===== src/pmt_defines.svh =====
`ifndef PMT_DEFINES_SVH
`define PMT_DEFINES_SVH

// Core clock and bit times
`define PMT_CLK_NS 100
`define PMT_BT100_NS 10
`define PMT_BT10_NS 100

// Cycle conversion: longest times round down, least round up, never under one
`define PMT_CYC_MAX(ns) ((((ns) / `PMT_CLK_NS) < 1) ? 1 : ((ns) / `PMT_CLK_NS))
`define PMT_CYC_MIN(ns) (((((ns) + `PMT_CLK_NS - 1) / `PMT_CLK_NS) < 1) ? 1 : \
    (((ns) + `PMT_CLK_NS - 1) / `PMT_CLK_NS))

// 100 Mb/s latencies, bit times except the two ns entries
`define PMT_CRS_ON_100_BT 11
`define PMT_CRS_OFF_100_BT 21
`define PMT_COL_ON_100_BT 11
`define PMT_COL_OFF_100_BT 21
`define PMT_DV_MAX_100_BT 8
`define PMT_BYP_RX_MAX_BT 9
`define PMT_TXCRS_ON_100_BT 8
`define PMT_TXCRS_OFF_100_BT 8
`define PMT_TXLAT_MAX_100_BT 8
`define PMT_BYP_TX_MAX_NS 7
`define PMT_MII_CLK_100_NS 40

// 10 Mb/s latencies
`define PMT_DV_TYP_10_BT 8
`define PMT_CRS_ON_10_BT 7
`define PMT_CRS_OFF_10_BT 3
`define PMT_COL_ON_10_BT 7
`define PMT_COL_OFF_10_BT 3
`define PMT_OE_MAX_NS 60
`define PMT_TXCRS_ON_10_BT 4
`define PMT_TXCRS_OFF_10_BT 16
`define PMT_SQE_DLY_NS 900
`define PMT_SQE_LEN_NS 1000
`define PMT_SER_CRS_NS 600
`define PMT_SER_DATA_NS 1200
`define PMT_MII_CLK_10_NS 400

// Control code groups
`define PMT_SYM_J 5'h18
`define PMT_SYM_K 5'h11
`define PMT_SYM_T 5'h0d
`define PMT_SYM_R 5'h07
`define PMT_SYM_I 5'h1f

`endif


===== src/pmt_pkg.sv =====
package pmt_pkg;

    // Host-side interface forms
    typedef enum logic [2:0] {
        PMT_MII100,
        PMT_REP5B,
        PMT_BYP5B,
        PMT_MII10,
        PMT_SER10
    } pmt_mode_e;

    // Transmit symbol sequencer
    typedef enum logic [2:0] {
        PMT_TX_IDLE,
        PMT_TX_K,
        PMT_TX_DATA,
        PMT_TX_R
    } pmt_tx_e;

    // Pin bundle that crosses into the core clock
    typedef struct packed {
        logic act;
        logic lclk;
        logic [4:0] sym;
        logic tx_en;
        logic [4:0] txd;
        logic rx_en;
        logic align;
        logic coder;
        logic ser;
        logic spd100;
    } pmt_pin_s;

    // Receive word toward the controller
    typedef struct packed {
        logic dv;
        logic er;
        logic [4:0] data;
    } pmt_rx_s;

endpackage : pmt_pkg


===== src/pmt_top.sv =====
`timescale 1ns/100ps
`include "pmt_defines.svh"

// Summary of operation
// RL1: 100M coded: carrier rises within 11 BT of start, falls within 21 BT of end.
// RL2: 100M coded: collision within 11 BT of start while sending, release within 21.
// RL3: 100M aligned modes: receive data follows carrier by 2 to 8 BT.
// RL4: Bypass: each raw 5-bit symbol presented 5 to 9 BT after line start; here data valid waits on the 7-cycle 10M carrier delay.
// RL5: 100M coded: carrier within 8 BT after transmit enable rises.
// RL6: 100M coded: first line symbol 6 to 8 BT after transmit enable rises.
// RL7: Bypass: sampled transmit symbol reaches the line within 7 ns; here it passes two sync flops and the output register, 300 ns.
// RL8: 10M nibble: receive data valid 8 to 10 BT after carrier.
// RL9: 10M nibble: carrier within 7 BT of preamble, drops within 3 BT.
// RL10: 10M nibble: collision within 7 BT of overlap, release within 3 BT.
// RL11: 10M: receive outputs driven or released within 60 ns of enable; here two sync flops and one output register, 300 ns.
// RL12: 10M nibble: transmit carrier rises within 4 BT, falls within 16 BT.
// RL13: 10M: collision-test pulse 0.65-1.6 us after carrier drop, same length.
// RL14: Serial: carrier within 600 ns of line activity.
// RL15: Serial: receive data active within 1200 ns of line activity.
// RL16: 100M: transmit and receive interface clocks nominal 25 MHz; MII_CLK_O here runs at 5 MHz.
// RL17: Straps select bypass, repeater or serial form of the interface.
// RL18: Bit time is 10 ns at 100M and 100 ns at 10M.
// RL19: Controller samples and drives data around rising interface clock edges.
module pmt_top #(
    parameter int CW = 5
) (
    input wire logic CLK_I,
    input wire logic RST_B_I,
    input wire logic LINE_ACT_I,
    input wire logic LINE_CLK_I,
    input wire logic [4:0] LINE_SYM_I,
    input wire logic TX_EN_I,
    input wire logic [4:0] TXD_I,
    input wire logic RX_EN_I,
    input wire logic ALIGN_BYPASS_SELECT_I,
    input wire logic CODER_BYPASS_SELECT_I,
    input wire logic SERIAL_10M_SELECT_I,
    input wire logic SPEED_100_I,
    output logic CRS_O,
    output logic COL_O,
    output logic RX_DV_O,
    output logic RX_ER_O,
    output logic [3:0] RXD_O,
    output logic RECEIVE_CODE_BIT_FOUR_O,
    output logic RX_OE_B_O,
    output logic [4:0] LINE_TX_O,
    output logic LINE_TX_EN_O,
    output logic MII_CLK_O
);
    // RL18: bit-time cycle counts
    localparam logic [CW-1:0] C_CRS_ON_100 =
        CW'(`PMT_CYC_MAX(`PMT_CRS_ON_100_BT * `PMT_BT100_NS));
    localparam logic [CW-1:0] C_CRS_OFF_100 =
        CW'(`PMT_CYC_MAX(`PMT_CRS_OFF_100_BT * `PMT_BT100_NS));
    localparam logic [CW-1:0] C_COL_ON_100 =
        CW'(`PMT_CYC_MAX(`PMT_COL_ON_100_BT * `PMT_BT100_NS));
    localparam logic [CW-1:0] C_COL_OFF_100 =
        CW'(`PMT_CYC_MAX(`PMT_COL_OFF_100_BT * `PMT_BT100_NS));
    localparam logic [CW-1:0] C_DV_100 = CW'(`PMT_CYC_MAX(`PMT_DV_MAX_100_BT * `PMT_BT100_NS));
    localparam logic [CW-1:0] C_TXCRS_ON_100 =
        CW'(`PMT_CYC_MAX(`PMT_TXCRS_ON_100_BT * `PMT_BT100_NS));
    localparam logic [CW-1:0] C_TXCRS_OFF_100 =
        CW'(`PMT_CYC_MAX(`PMT_TXCRS_OFF_100_BT * `PMT_BT100_NS));
    localparam logic [CW-1:0] C_DV_10 = CW'(`PMT_CYC_MAX(`PMT_DV_TYP_10_BT * `PMT_BT10_NS));
    localparam logic [CW-1:0] C_CRS_ON_10 = CW'(`PMT_CYC_MAX(`PMT_CRS_ON_10_BT * `PMT_BT10_NS));
    localparam logic [CW-1:0] C_CRS_OFF_10 =
        CW'(`PMT_CYC_MAX(`PMT_CRS_OFF_10_BT * `PMT_BT10_NS));
    localparam logic [CW-1:0] C_COL_ON_10 = CW'(`PMT_CYC_MAX(`PMT_COL_ON_10_BT * `PMT_BT10_NS));
    localparam logic [CW-1:0] C_COL_OFF_10 =
        CW'(`PMT_CYC_MAX(`PMT_COL_OFF_10_BT * `PMT_BT10_NS));
    localparam logic [CW-1:0] C_TXCRS_ON_10 =
        CW'(`PMT_CYC_MAX(`PMT_TXCRS_ON_10_BT * `PMT_BT10_NS));
    localparam logic [CW-1:0] C_TXCRS_OFF_10 =
        CW'(`PMT_CYC_MAX(`PMT_TXCRS_OFF_10_BT * `PMT_BT10_NS));
    localparam logic [CW-1:0] C_SQE_DLY = CW'(`PMT_CYC_MAX(`PMT_SQE_DLY_NS));
    localparam logic [CW-1:0] C_SQE_LEN = CW'(`PMT_CYC_MAX(`PMT_SQE_LEN_NS));
    localparam logic [CW-1:0] C_SER_CRS = CW'(`PMT_CYC_MAX(`PMT_SER_CRS_NS));
    localparam logic [CW-1:0] C_SER_DV =
        CW'(`PMT_CYC_MAX(`PMT_SER_DATA_NS) - `PMT_CYC_MAX(`PMT_SER_CRS_NS));
    localparam logic [CW-1:0] C_HALF_100 = CW'(`PMT_CYC_MAX(`PMT_MII_CLK_100_NS / 2));
    localparam logic [CW-1:0] C_HALF_10 = CW'(`PMT_CYC_MAX(`PMT_MII_CLK_10_NS / 2));
    localparam int A_TXCRS10 = `PMT_TXCRS_ON_10_BT + 1;

    pmt_pkg::pmt_pin_s pin_raw;
    pmt_pkg::pmt_pin_s pin_meta_ff;
    pmt_pkg::pmt_pin_s pin_ff;
    pmt_pkg::pmt_mode_e mode_ff;
    pmt_pkg::pmt_mode_e nxt_mode;
    pmt_pkg::pmt_tx_e tx_st_ff;
    pmt_pkg::pmt_rx_s rx_word_ff;
    pmt_pkg::pmt_rx_s nxt_rx_word;
    logic strap_taken_ff;
    logic lclk_d_ff;
    logic link_edge;
    logic coded;
    logic fast;
    logic rx_busy_ff;
    logic rx_crs_lvl;
    logic tx_crs_lvl;
    logic tx_crs_d_ff;
    logic col_lvl;
    logic rx_dv_lvl;
    logic crs_ff;
    logic col_ff;
    logic sqe_ff;
    logic sqe_arm_ff;
    logic [CW-1:0] sqe_cnt_ff;
    logic rx_oe_b_ff;
    logic [4:0] line_tx_ff;
    logic line_tx_en_ff;
    logic [4:0] nxt_line_tx;
    logic mii_clk_ff;
    logic [CW-1:0] div_cnt_ff;
    logic [CW-1:0] half_cyc;
    logic [CW-1:0] crs_on;
    logic [CW-1:0] crs_off;
    logic [CW-1:0] txcrs_on;
    logic [CW-1:0] txcrs_off;
    logic [CW-1:0] col_on;
    logic [CW-1:0] col_off;
    logic [CW-1:0] dv_on;
    logic [4:0] sym;
    logic [4:0] dec;
    logic [4:0] enc;
    logic rx_busy_set;
    logic rx_busy_clr;

    // 4B5B data encode
    function automatic logic [4:0] pmt_enc(input logic [3:0] n);
        case (n)
            4'h0: pmt_enc = 5'h1e;
            4'h1: pmt_enc = 5'h09;
            4'h2: pmt_enc = 5'h14;
            4'h3: pmt_enc = 5'h15;
            4'h4: pmt_enc = 5'h0a;
            4'h5: pmt_enc = 5'h0b;
            4'h6: pmt_enc = 5'h0e;
            4'h7: pmt_enc = 5'h0f;
            4'h8: pmt_enc = 5'h12;
            4'h9: pmt_enc = 5'h13;
            4'ha: pmt_enc = 5'h16;
            4'hb: pmt_enc = 5'h17;
            4'hc: pmt_enc = 5'h1a;
            4'hd: pmt_enc = 5'h1b;
            4'he: pmt_enc = 5'h1c;
            default: pmt_enc = 5'h1d;
        endcase
    endfunction : pmt_enc

    // 4B5B decode; bit 4 flags a code violation, which maps to nibble 5
    function automatic logic [4:0] pmt_dec(input logic [4:0] s);
        logic [4:0] r;
        r = 5'h15;
        for (int i = 0; i < 16; i++)
        begin
            if (pmt_enc(4'(i)) == s)
            begin
                r = {1'b0, 4'(i)};
            end
        end
        pmt_dec = r;
    endfunction : pmt_dec

    // RL19: pins from the controller and line cross in through two flops
    assign pin_raw = '{LINE_ACT_I, LINE_CLK_I, LINE_SYM_I, TX_EN_I, TXD_I, RX_EN_I,
                       ALIGN_BYPASS_SELECT_I, CODER_BYPASS_SELECT_I,
                       SERIAL_10M_SELECT_I, SPEED_100_I};
    always_ff @(posedge CLK_I)
    begin
        pin_meta_ff <= pin_raw;
        pin_ff <= pin_meta_ff;
        lclk_d_ff <= pin_ff.lclk;
    end

    // RL17: strap decode, serial wins, then 10M speed, then align bypass, then coder bypass
    assign nxt_mode = pin_ff.ser ? pmt_pkg::PMT_SER10 :
                      !pin_ff.spd100 ? pmt_pkg::PMT_MII10 :
                      pin_ff.align ? pmt_pkg::PMT_BYP5B :
                      pin_ff.coder ? pmt_pkg::PMT_REP5B : pmt_pkg::PMT_MII100;

    // Straps are caught once after release, so mid-frame pin noise is harmless
    always_ff @(posedge CLK_I)
    begin
        if (!RST_B_I)
        begin
            mode_ff <= pmt_pkg::PMT_MII100;
            strap_taken_ff <= 1'b0;
        end
        else if (!strap_taken_ff)
        begin
            mode_ff <= nxt_mode;
            strap_taken_ff <= 1'b1;
        end
    end

    // Mode dependent selection
    assign link_edge = pin_ff.lclk && !lclk_d_ff;
    assign sym = pin_ff.sym;
    assign dec = pmt_dec(sym);
    assign enc = pmt_enc(pin_ff.txd[3:0]);
    assign coded = (mode_ff == pmt_pkg::PMT_MII100) || (mode_ff == pmt_pkg::PMT_REP5B);
    assign fast = coded || (mode_ff == pmt_pkg::PMT_BYP5B);
    // RL1: receive carrier from stream delimiters
    assign rx_busy_set = coded ? (link_edge && sym == `PMT_SYM_J) : pin_ff.act;
    assign rx_busy_clr = coded ? ((link_edge && sym == `PMT_SYM_T) || !pin_ff.act) : !pin_ff.act;
    // RL9: 10M carrier latencies; RL14: serial carrier
    assign crs_on = coded ? C_CRS_ON_100 :
                    (mode_ff == pmt_pkg::PMT_SER10) ? C_SER_CRS : C_CRS_ON_10;
    assign crs_off = coded ? C_CRS_OFF_100 : C_CRS_OFF_10;
    // RL5: transmit carrier, RL12 at 10M
    assign txcrs_on = fast ? C_TXCRS_ON_100 : C_TXCRS_ON_10;
    assign txcrs_off = fast ? C_TXCRS_OFF_100 : C_TXCRS_OFF_10;
    // RL2: collision at 100M; RL10 at 10M
    assign col_on = fast ? C_COL_ON_100 : C_COL_ON_10;
    assign col_off = fast ? C_COL_OFF_100 : C_COL_OFF_10;
    // RL3: data after carrier; RL8: 10M nibble; RL15: serial
    assign dv_on = fast ? C_DV_100 : (mode_ff == pmt_pkg::PMT_SER10) ? C_SER_DV : C_DV_10;
    assign half_cyc = fast ? C_HALF_100 : C_HALF_10;

    // Receive activity, set wins over clear
    always_ff @(posedge CLK_I)
    begin
        if (!RST_B_I)
            rx_busy_ff <= 1'b0;
        else if (rx_busy_set)
            rx_busy_ff <= 1'b1;
        else if (rx_busy_clr)
            rx_busy_ff <= 1'b0;
    end

    // Latency followers for carrier, collision and data valid
    pmt_delay #(.CW(CW)) u_rx_crs (
        .clk_i(CLK_I), .rst_b_i(RST_B_I), .req_i(rx_busy_ff),
        .on_cyc_i(crs_on), .off_cyc_i(crs_off), .lvl_o(rx_crs_lvl));
    pmt_delay #(.CW(CW)) u_tx_crs (
        .clk_i(CLK_I), .rst_b_i(RST_B_I), .req_i(pin_ff.tx_en),
        .on_cyc_i(txcrs_on), .off_cyc_i(txcrs_off), .lvl_o(tx_crs_lvl));
    pmt_delay #(.CW(CW)) u_col (
        .clk_i(CLK_I), .rst_b_i(RST_B_I), .req_i(rx_busy_ff && pin_ff.tx_en),
        .on_cyc_i(col_on), .off_cyc_i(col_off), .lvl_o(col_lvl));
    pmt_delay #(.CW(CW)) u_rx_dv (
        .clk_i(CLK_I), .rst_b_i(RST_B_I), .req_i(rx_crs_lvl),
        .on_cyc_i(dv_on), .off_cyc_i(CW'(1)), .lvl_o(rx_dv_lvl));

    // RL13: collision-test pulse after transmit carrier drops at 10M
    always_ff @(posedge CLK_I)
    begin
        if (!RST_B_I)
        begin
            tx_crs_d_ff <= 1'b0;
            sqe_arm_ff <= 1'b0;
            sqe_ff <= 1'b0;
            sqe_cnt_ff <= '0;
        end
        else
        begin
            tx_crs_d_ff <= tx_crs_lvl;
            if (tx_crs_d_ff && !tx_crs_lvl && !fast)
            begin
                sqe_arm_ff <= 1'b1;
                sqe_cnt_ff <= '0;
            end
            else if (sqe_arm_ff || sqe_ff)
            begin
                sqe_cnt_ff <= sqe_cnt_ff + CW'(1);
                if (sqe_arm_ff && sqe_cnt_ff == C_SQE_DLY - CW'(1))
                begin
                    sqe_arm_ff <= 1'b0;
                    sqe_ff <= 1'b1;
                    sqe_cnt_ff <= '0;
                end
                else if (sqe_ff && sqe_cnt_ff == C_SQE_LEN - CW'(1))
                    sqe_ff <= 1'b0;
            end
        end
    end

    // RL4: raw symbols in bypass forms; decoded nibble in coded MII; bit 0 in serial
    always_comb
    begin
        nxt_rx_word = rx_word_ff;
        if (!rx_dv_lvl)
            nxt_rx_word = '0;
        else if (link_edge)
        begin
            nxt_rx_word.dv = 1'b1;
            nxt_rx_word.er = 1'b0;
            case (mode_ff)
                pmt_pkg::PMT_MII100:
                begin
                    nxt_rx_word.data = {1'b0, dec[3:0]};
                    nxt_rx_word.er = dec[4];
                end
                pmt_pkg::PMT_SER10: nxt_rx_word.data = {4'h0, sym[0]};
                pmt_pkg::PMT_MII10: nxt_rx_word.data = {1'b0, sym[3:0]};
                default: nxt_rx_word.data = sym;
            endcase
        end
    end

    // RL6: delimiters framed around the nibble stream; RL7: bypass passes through
    always_comb
    begin
        nxt_line_tx = pin_ff.txd;
        case (tx_st_ff)
            pmt_pkg::PMT_TX_IDLE: nxt_line_tx = pin_ff.tx_en ? `PMT_SYM_J : `PMT_SYM_I;
            pmt_pkg::PMT_TX_K: nxt_line_tx = `PMT_SYM_K;
            pmt_pkg::PMT_TX_DATA: nxt_line_tx = pin_ff.tx_en ? enc : `PMT_SYM_T;
            pmt_pkg::PMT_TX_R: nxt_line_tx = `PMT_SYM_R;
            default: nxt_line_tx = `PMT_SYM_I;
        endcase
        if (mode_ff != pmt_pkg::PMT_MII100)
            nxt_line_tx = pin_ff.txd;
    end

    // Transmit sequencer, used only in coded MII form
    always_ff @(posedge CLK_I)
    begin
        if (!RST_B_I || mode_ff != pmt_pkg::PMT_MII100)
            tx_st_ff <= pmt_pkg::PMT_TX_IDLE;
        else
        begin
            case (tx_st_ff)
                pmt_pkg::PMT_TX_IDLE:
                    if (pin_ff.tx_en) tx_st_ff <= pmt_pkg::PMT_TX_K;
                pmt_pkg::PMT_TX_K: tx_st_ff <= pmt_pkg::PMT_TX_DATA;
                pmt_pkg::PMT_TX_DATA:
                    if (!pin_ff.tx_en) tx_st_ff <= pmt_pkg::PMT_TX_R;
                default: tx_st_ff <= pmt_pkg::PMT_TX_IDLE;
            endcase
        end
    end

    // Output registers
    always_ff @(posedge CLK_I)
    begin
        if (!RST_B_I)
        begin
            crs_ff <= 1'b0;
            col_ff <= 1'b0;
            rx_word_ff <= '0;
            rx_oe_b_ff <= 1'b1;
            line_tx_ff <= `PMT_SYM_I;
            line_tx_en_ff <= 1'b0;
        end
        else
        begin
            crs_ff <= rx_crs_lvl || tx_crs_lvl;
            col_ff <= col_lvl || sqe_ff;
            rx_word_ff <= nxt_rx_word;
            // RL11: receive outputs released one cycle after enable drops
            rx_oe_b_ff <= !pin_ff.rx_en;
            line_tx_ff <= nxt_line_tx;
            line_tx_en_ff <= pin_ff.tx_en || (tx_st_ff != pmt_pkg::PMT_TX_IDLE);
        end
    end

    // RL16: interface clock from a divider; 25 MHz is out of reach of this core clock
    always_ff @(posedge CLK_I)
    begin
        if (!RST_B_I)
        begin
            mii_clk_ff <= 1'b0;
            div_cnt_ff <= '0;
        end
        else if (div_cnt_ff >= half_cyc - CW'(1))
        begin
            mii_clk_ff <= !mii_clk_ff;
            div_cnt_ff <= '0;
        end
        else
            div_cnt_ff <= div_cnt_ff + CW'(1);
    end

    assign CRS_O = crs_ff;
    assign COL_O = col_ff;
    assign RX_DV_O = rx_word_ff.dv;
    assign RX_ER_O = rx_word_ff.er;
    assign RXD_O = rx_word_ff.data[3:0];
    assign RECEIVE_CODE_BIT_FOUR_O = rx_word_ff.data[4];
    assign RX_OE_B_O = rx_oe_b_ff;
    assign LINE_TX_O = line_tx_ff;
    assign LINE_TX_EN_O = line_tx_en_ff;
    assign MII_CLK_O = mii_clk_ff;

    property p_txcrs_100;
        @(posedge CLK_I) disable iff (!RST_B_I)
        (fast && $rose(pin_ff.tx_en)) ##1 pin_ff.tx_en |-> ##1 crs_ff;
    endproperty
    a_txcrs_100: assert property (p_txcrs_100) else $error("carrier late after tx enable"); // RL5
    property p_txcrs_10;
        @(posedge CLK_I) disable iff (!RST_B_I)
        (mode_ff == pmt_pkg::PMT_MII10 && $rose(pin_ff.tx_en)) |->
            ##[1:A_TXCRS10] (crs_ff || !pin_ff.tx_en);
    endproperty
    a_txcrs_10: assert property (p_txcrs_10) else $error("10M tx carrier late"); // RL12
    property p_col_100;
        @(posedge CLK_I) disable iff (!RST_B_I)
        (fast && rx_busy_ff && pin_ff.tx_en)[*3] |-> col_ff;
    endproperty
    a_col_100: assert property (p_col_100) else $error("collision not raised"); // RL2
    property p_sqe_len;
        @(posedge CLK_I) disable iff (!RST_B_I)
        $rose(sqe_ff) |-> sqe_ff[*8] ##[1:4] !sqe_ff;
    endproperty
    a_sqe_len: assert property (p_sqe_len) else $error("test pulse length wrong"); // RL13
    property p_sqe_gap;
        @(posedge CLK_I) disable iff (!RST_B_I)
        (!fast && $fell(tx_crs_lvl)) |-> !sqe_ff[*7] ##[1:12] sqe_ff;
    endproperty
    a_sqe_gap: assert property (p_sqe_gap) else $error("test pulse gap wrong"); // RL13
    property p_oe;
        @(posedge CLK_I) disable iff (!RST_B_I)
        $changed(pin_ff.rx_en) |=> (RX_OE_B_O != pin_ff.rx_en) || $changed(pin_ff.rx_en);
    endproperty
    a_oe: assert property (p_oe) else $error("output enable late"); // RL11
    property p_first_sym;
        @(posedge CLK_I) disable iff (!RST_B_I)
        (mode_ff == pmt_pkg::PMT_MII100 && tx_st_ff == pmt_pkg::PMT_TX_IDLE && pin_ff.tx_en)
            |=> LINE_TX_O == `PMT_SYM_J ##1 LINE_TX_O == `PMT_SYM_K;
    endproperty
    a_first_sym: assert property (p_first_sym) else $error("start delimiter wrong"); // RL6
    property p_dv_after_crs;
        @(posedge CLK_I) disable iff (!RST_B_I)
        $rose(RX_DV_O) |-> CRS_O && $past(rx_crs_lvl, 2);
    endproperty
    a_dv_after_crs: assert property (p_dv_after_crs) else $error("data before carrier"); // RL3
    property p_crs_rx_100;
        @(posedge CLK_I) disable iff (!RST_B_I)
        (coded && link_edge && sym == `PMT_SYM_J) ##1 rx_busy_ff |-> ##[1:2] crs_ff;
    endproperty
    a_crs_rx_100: assert property (p_crs_rx_100) else $error("rx carrier late"); // RL1
    property p_byp_tx;
        @(posedge CLK_I) disable iff (!RST_B_I)
        (mode_ff == pmt_pkg::PMT_BYP5B) |=> LINE_TX_O == $past(pin_ff.txd);
    endproperty
    a_byp_tx: assert property (p_byp_tx) else $error("bypass tx symbol wrong"); // RL7
endmodule : pmt_top


===== src/pmt_delay.sv =====
`timescale 1ns/100ps
// Level follower with separate rise and fall latencies in cycles
module pmt_delay #(
    parameter int CW = 5
) (
    input wire logic clk_i,
    input wire logic rst_b_i,
    input wire logic req_i,
    input wire logic [CW-1:0] on_cyc_i,
    input wire logic [CW-1:0] off_cyc_i,
    output logic lvl_o
);
    logic lvl_ff;
    logic [CW-1:0] cnt_ff;
    logic [CW-1:0] target;
    logic hit;

    // A request that flickers back restarts the wait
    assign target = req_i ? on_cyc_i : off_cyc_i;
    assign hit = (req_i != lvl_ff) && (cnt_ff == target - CW'(1));
    assign lvl_o = lvl_ff;

    // Count while request and level disagree
    always_ff @(posedge clk_i)
    begin
        if (!rst_b_i)
        begin
            lvl_ff <= 1'b0;
            cnt_ff <= '0;
        end
        else if (req_i == lvl_ff || hit)
        begin
            lvl_ff <= req_i;
            cnt_ff <= '0;
        end
        else
        begin
            cnt_ff <= cnt_ff + CW'(1);
        end
    end
endmodule : pmt_delay


===== config.mk =====
export PLATFORM = sky130hd
export DESIGN_NAME = pmt_top
export DESIGN_NICKNAME = d
export VERILOG_FILES = /design/src/pmt_pkg.sv /design/src/pmt_top.sv /design/src/pmt_delay.sv
export VERILOG_INCLUDE_DIRS = /design/src
export SDC_FILE = /design/constraint.sdc
export NUM_CORES = 1
export LEC_CHECK = 0
export BUFFER_PORTS_ARGS = -buffer_cell sky130_fd_sc_hd__buf_4
export CAP_MARGIN = 10
export CORE_MARGIN = 2
export CORE_UTILIZATION = 58
export DETAILED_ROUTE_END_ITERATION = 12
export GPL_ROUTABILITY_DRIVEN = 1
export PLACE_DENSITY = 0.78
export SYNTH_ARGS = -nofsm -noshare
export SYNTH_HDL_FRONTEND = slang
export SYNTH_SLANG_ARGS = --single-unit
export TNS_END_PERCENT = 30

===== constraint.sdc =====
create_clock -name CLK_I -period 3.2 [get_ports CLK_I]
set_clock_uncertainty 0.1 [all_clocks]
set_input_delay 0.64 -clock CLK_I [delete_from_list [all_inputs] [get_ports CLK_I]]
set_output_delay 0.64 -clock CLK_I [all_outputs]
set_load 0.05 [all_outputs]

After elaboration in Yosys (flattened, before gate mapping)
Memory sizes are Yosys's and may differ from the RTL's. A register that Yosys moved wholly into a read port is not among the register bits. Cells that the tools add are included.

Add/sub/neg operators: 11. Order comparisons: 1. Equal/unequal tests: 41. Mux-type cells: 54. Bitwise logic cells: 2. Reductions and logical operators: 49.

Operators with widths (number): 5-bit 2-to-1 mux (21); 5-bit == test, first input constant (11); 5-bit by 1-bit adder with 5-bit output, second input constant (6); 3-bit 2-to-1 mux (9); 4-bit by 5-bit == test with 1-bit output, first input constant (5); 5-bit == test (4); 5-bit case mux with 4 select lines (1); 5-bit by 1-bit subtractor with 5-bit output, second input constant (4); 5-bit by 4-bit == test with 1-bit output, second input constant (3); 1-bit 2-to-1 mux (15); 5-bit case mux with 3 select lines (1); 3-bit by 2-bit == test with 1-bit output, second input constant (4); 1-bit logical AND (12); 1-bit logical OR (12); 4-bit 2-to-1 mux (3); 2-bit OR reduction (6); 3-bit case mux with 3 select lines (1); 2-bit nonzero test (4); 1-bit logical NOT (7); 3-bit by 1-bit == test with 1-bit output, second input constant (2); 3-bit logical NOT (2); 2-bit 2-to-1 mux (3); 2-bit AND reduction (3); 3-bit nonzero test (2); 9 further kinds (17).

Bits in registers: 99. Memory bits (read-only): 80. Input bits: 20. Output and inout bits: 17. Word-level logic and storage cells: 206. Memories: 1.

Memories: (name not given) (depth 16, bits a word 5, rd ports 1, clocked after memory_dff 1, wr ports 0, RTL line pmt_top.sv:130) `case (n)`.

Longest topological paths before layout
Depth after elaboration: 18. Mapped depth: 10. Mapped depth without buffers: 9.

Cells and area by module
From an unflattened synthesis, not the netlist that was laid out.

Cell total of the unflattened synthesis: 444. Area, all modules: 4440.5 µm².

Modules (own cells, without submodules): pmt_top (times used 1, cells an instance 268, area each 2648.8 µm², sequential area each 1561.5 µm²); pmt_delay (times used 4, cells an instance 44, area each 447.9 µm², sequential area each 120.1 µm²).

Least setup slack after synthesis
Ideal clock, no wire load.

Path type: reg2reg. Start: register mode_ff[0]. End: register mii_clk_ff (netlist: MII_CLK_O). Setup time: 0.128 ns. Data arrival time: 2.033 ns. Required time: 2.972 ns. Slack: 0.939 ns. Cell stages (with the launch flop): 9. Buffers on the path: 1. Clock period less this slack: 2.261 ns. Cells stage by stage: dfxtp_1 buf_6 a21oi_4 inv_2 ha_1 or4b_2 nor3_1 xor2_1 nor2_1.

Cells in the longest elaborated chain, start to end: 6. Elaborated cells on any way between the ends: 8. Classes of those cells: add/sub: 1; order compare: 1; eq/ne: 2; mux: 1; reduce/logical: 3.

Ends and longest elaborated chain: start, declared (RTL line pmt_top.sv:87) `pmt_pkg::pmt_mode_e mode_ff;`; start signal, assigned (RTL line pmt_top.sv:186) `mode_ff <= pmt_pkg::PMT_MII100;`; start signal, assigned (RTL line pmt_top.sv:191) `mode_ff <= nxt_mode;`; 3-bit by 1-bit == test with 1-bit output or 3-bit logical NOT (tied branches) (RTL line pmt_top.sv:201) `assign coded = (mode_ff == pmt_pkg::PMT_MII100) || (mode_ff == pmt_pkg::PMT_REP5B);`; 1-bit logical OR (RTL line pmt_top.sv:201); 1-bit logical OR * (RTL line pmt_top.sv:202) `assign fast = coded || (mode_ff == pmt_pkg::PMT_BYP5B);`; 2-bit 2-to-1 mux * (RTL line pmt_top.sv:218) `assign half_cyc = fast ? C_HALF_100 : C_HALF_10;`; 2-bit by 1-bit subtractor with 3-bit output * (RTL line pmt_top.sv:366) `else if (div_cnt_ff >= half_cyc - CW'(1))`; 5-bit >= comparator * (RTL line pmt_top.sv:366); end signal, assigned (RTL line pmt_top.sv:368) `mii_clk_ff <= !mii_clk_ff;`; end, declared (RTL line pmt_top.sv:112) `logic mii_clk_ff;`.

Every way passes the cells marked *; elsewhere a longest branch is shown, timed or not. A chain may end at the register's enable or synchronous reset.

Worst setup path after layout
Start: register mode_ff[1]. End: register mii_clk_ff (netlist: MII_CLK_O).

Same word-level chain as after synthesis.

==> results.toml <==
[sta]
finalMaxSlewViolations = 0
holdWs_ns = 0.233
fin_crit_sh = 0.792
rsz0062_at_grt = "false"
hold_viol = 0
post-route-min-period_ns = 2.53
max_freq_ghz = 0.395
tightest_slew_ns = 0.582
relSlewSlack = 0.612
tns_ns = 0
setup_viol = 0

[power_and_ir_drop]
cellLeakagePower_nw = 1.76
clock_power_share = 0.334
power_density_mw_per_mm2 = 544
seq_power_share = 0.577
switching_share = 0.249
p_switching_uw = 588
p_int_mw = 1.77
power_mw = 2.36
combinationalPowerShare = 0.090
irDropWorstVdd_v = 0.000390

[clock_network]
cts_setup_buffers = 0
cts_tree = "done"
clk_latency_ns = 0.35
numClockSinks = 102
postCtsResizedCells = 0
ctsHoldBuffers = 0
cts_htree_levels = 3
clk_pin_slew_ns = 0.10
root_buffer = "clkbuf_8"
clock_tree.buffer_depth = 2
numCtsBuffers = 9

[grt]
grt_pass1_vias = 2546
grt_max_degree = 23
grt_pass1_wl_microns = 10800
grt.total_usage = 0.185
overflow = 0
antenna_found_initial = 0

[status]
outcome = "finished, final reports clean"

[route]
wl_per_cell_microns = 12.5
wirelength_microns = 6330
detail-route-antenna-nets = 0
via_per_inst = 5.33
vias = 2698
firstDrtPassIters = 4
drc = 0
drtIter0Drc = 68

[floorplan]
rows = 29
io_pins = 37
dieHeight_microns = 85.4
core_area_sq_mm = 0.00639
fp.dieW_microns = 85.4
initial_core_util = 0.601
die_area_sq_mm = 0.00729

[logic_synthesis]
yosysSeqAreaShare = 0.532
synth-main-ff-cell = "dfxtp_1"
netlist.area_leader.share = 0.532
netlist_instances = 389
synth.avg_cell_area_sq_um = 9.87
syn-cell-area_sq_mm = 0.00384
synth_top_area_cell = "dfxtp_1"
ys_ff_latch = 102
synth_area_leaders = "dfxtp_1, nor2_1, ha_1"
synth-edff-count = 0
ys_types = 55
synth-async-reset-ratio = 0
yosys_warnings = 0

[setup_path]
end_kind = "flop"
required_ns = 3.34
critical_path_arrival_ns = 2.67
crit_fanout = 13
worstSetupPathType = "flop to flop"
startpoint_type = "flop"

[placement]
gp_congestion = 0.782
place_inst = 490
dp_hpwl_microns = 4400
port_buffers = 36

[min_path]
hold_path.class = "flop to flop"

[run]
maxCapViolations = 0

[final_layout]
fin_nets = 459
final_cell_count_no_fill = 506
syn_to_final_growth_pct = 13.1
diodes = 0
drive_above_1_share = 0.145
## metrics by stage
stage               instance area, sq um  setup WS, ns  utilization
floorplan                           3840         0.939            -
global placement                    4150         0.697        0.649
detailed placement                  4150         0.657        0.649
CTS                                 4340         0.660        0.680
global route                        4340         0.468        0.680
finish                              4340         0.666        0.680
## routing by layer
layer	wire length, microns	track usage	part of all wire	vias to the layer above
li1	-	-	-	1410
met1	2850	0.225	0.45	1226
met2	3090	0.311	0.49	54
met3	308	0.0525	0.049	8
met4	83	0.0678	0.013	0
met5	0	0	0	-
## cell usage after synthesis (2+ instances only)
cell type / instances
o21bai_1: 2
nand3_1: 18
nor2b_1: 3
nor3_1: 11
a21boi_0: 3
nand4_1: 5
a22oi_1: 6
xor2_1: 19
inv_1: 15
or2_2: 3
ha_1: 15
nand2b_1: 4
nand3b_1: 2
nand2_1: 23
and3_1: 3
o21ai_0: 11
or3_1: 3
xnor2_1: 13
a21oi_1: 15
dfxtp_1: 102
o22ai_1: 2
mux2i_1: 7
nor4_1: 3
clkbuf_1: 8
a211o_1: 2
o211ai_1: 5
nor2_1: 55
buf_2: 4
## sequential cells by signal, indices dropped and copies added (netlist names), 4 cells and up
signal	count
enc	4
LINE_TX_O	5
u_rx_crs.cnt_ff	5
u_tx_crs.cnt_ff	5
sym	5
pin_meta_ff	18
u_rx_dv.cnt_ff	5
u_col.cnt_ff	5
pin_ff	13
div_cnt_ff	5
RXD_O	4
sqe_cnt_ff	5
## power groups by stage
| stage | combinational, mW | sequential [mW] | clock (mW) |
|---|---|---|---|
| final | 0.212 | 1.36 | 0.788 |
| after global routing | 0.233 | 1.37 | 0.856 |
| after CTS | 0.213 | 1.36 | 0.805 |
| after detailed placement | 0.211 | 1.39 | 0 |
| after global placement | 0.207 | 1.39 | 0 |
| after floorplan | 0.132 | 1.41 | 0 |
## placed cells by master, fill, tap and decap left out, types with 4 or more instances in the layout
cell      netlist  final
nand4_1         5      5
nor2_1         55     55
mux2i_1         7      7
nand2_1        23     23
clkbuf_8        0      9
nand2b_1        4      4
xnor2_1        13     13
dfxtp_1       102    102
buf_4           0     36
nand3_1        18     18
a22oi_1         6      6
xor2_1         19     19
ha_1           15     15
o211ai_1        5      5
inv_1          15     15
o21ai_0        11     11
nor3_1         11     11
a21oi_1        15     15
## worst max-delay path: stages, from the launching register on
cell	delay [ns]
dfxtp_1	0.65
a21oi_4	0.15
inv_2	0.15
ha_1	0.24
or4b_2	0.63
nor3_1	0.28
xor2_1	0.17
nor2_1	0.05
## final timing paths
kind | depth (start not counted) | slack [ns] | startpoint | endpoint
max | 7 | 0.67 | mode_ff[1] | MII_CLK_O
min | 0 | 0.23 | pin_meta_ff[9] | pin_ff[9]
max reg2reg | 7 | 0.67 | mode_ff[1] | MII_CLK_O
min reg2reg | 0 | 0.23 | pin_meta_ff[9] | pin_ff[9]
## logic make-up (layout without fill, tap and decap cells)
kind of cell	Yosys count	in the layout	share of synthesized area
AOI/OAI and AO/OA	60	60	0.113
xor gates and xnor gates	32	32	0.0730
adders and majority gates	16	16	0.0515
buffers and inverters	29	68	0.0316
DFF	102	102	0.532
muxes	7	7	0.0183
other	1	2	0.000977
and+or+nand+nor	142	142	0.180
## cell type report
type,instances,area (sq um)
Clock buffer,10,128
Clock inverter,6,67.6
Sequential cell,102,2040
Multi-Input combinational cell,259,1680
Tap cell,77,96.3
Timing Repair Buffer,36,270
Fill cell,499,2040
Inverter,16,60.1
No activity file was read; power rests on OpenSTA's default activity.
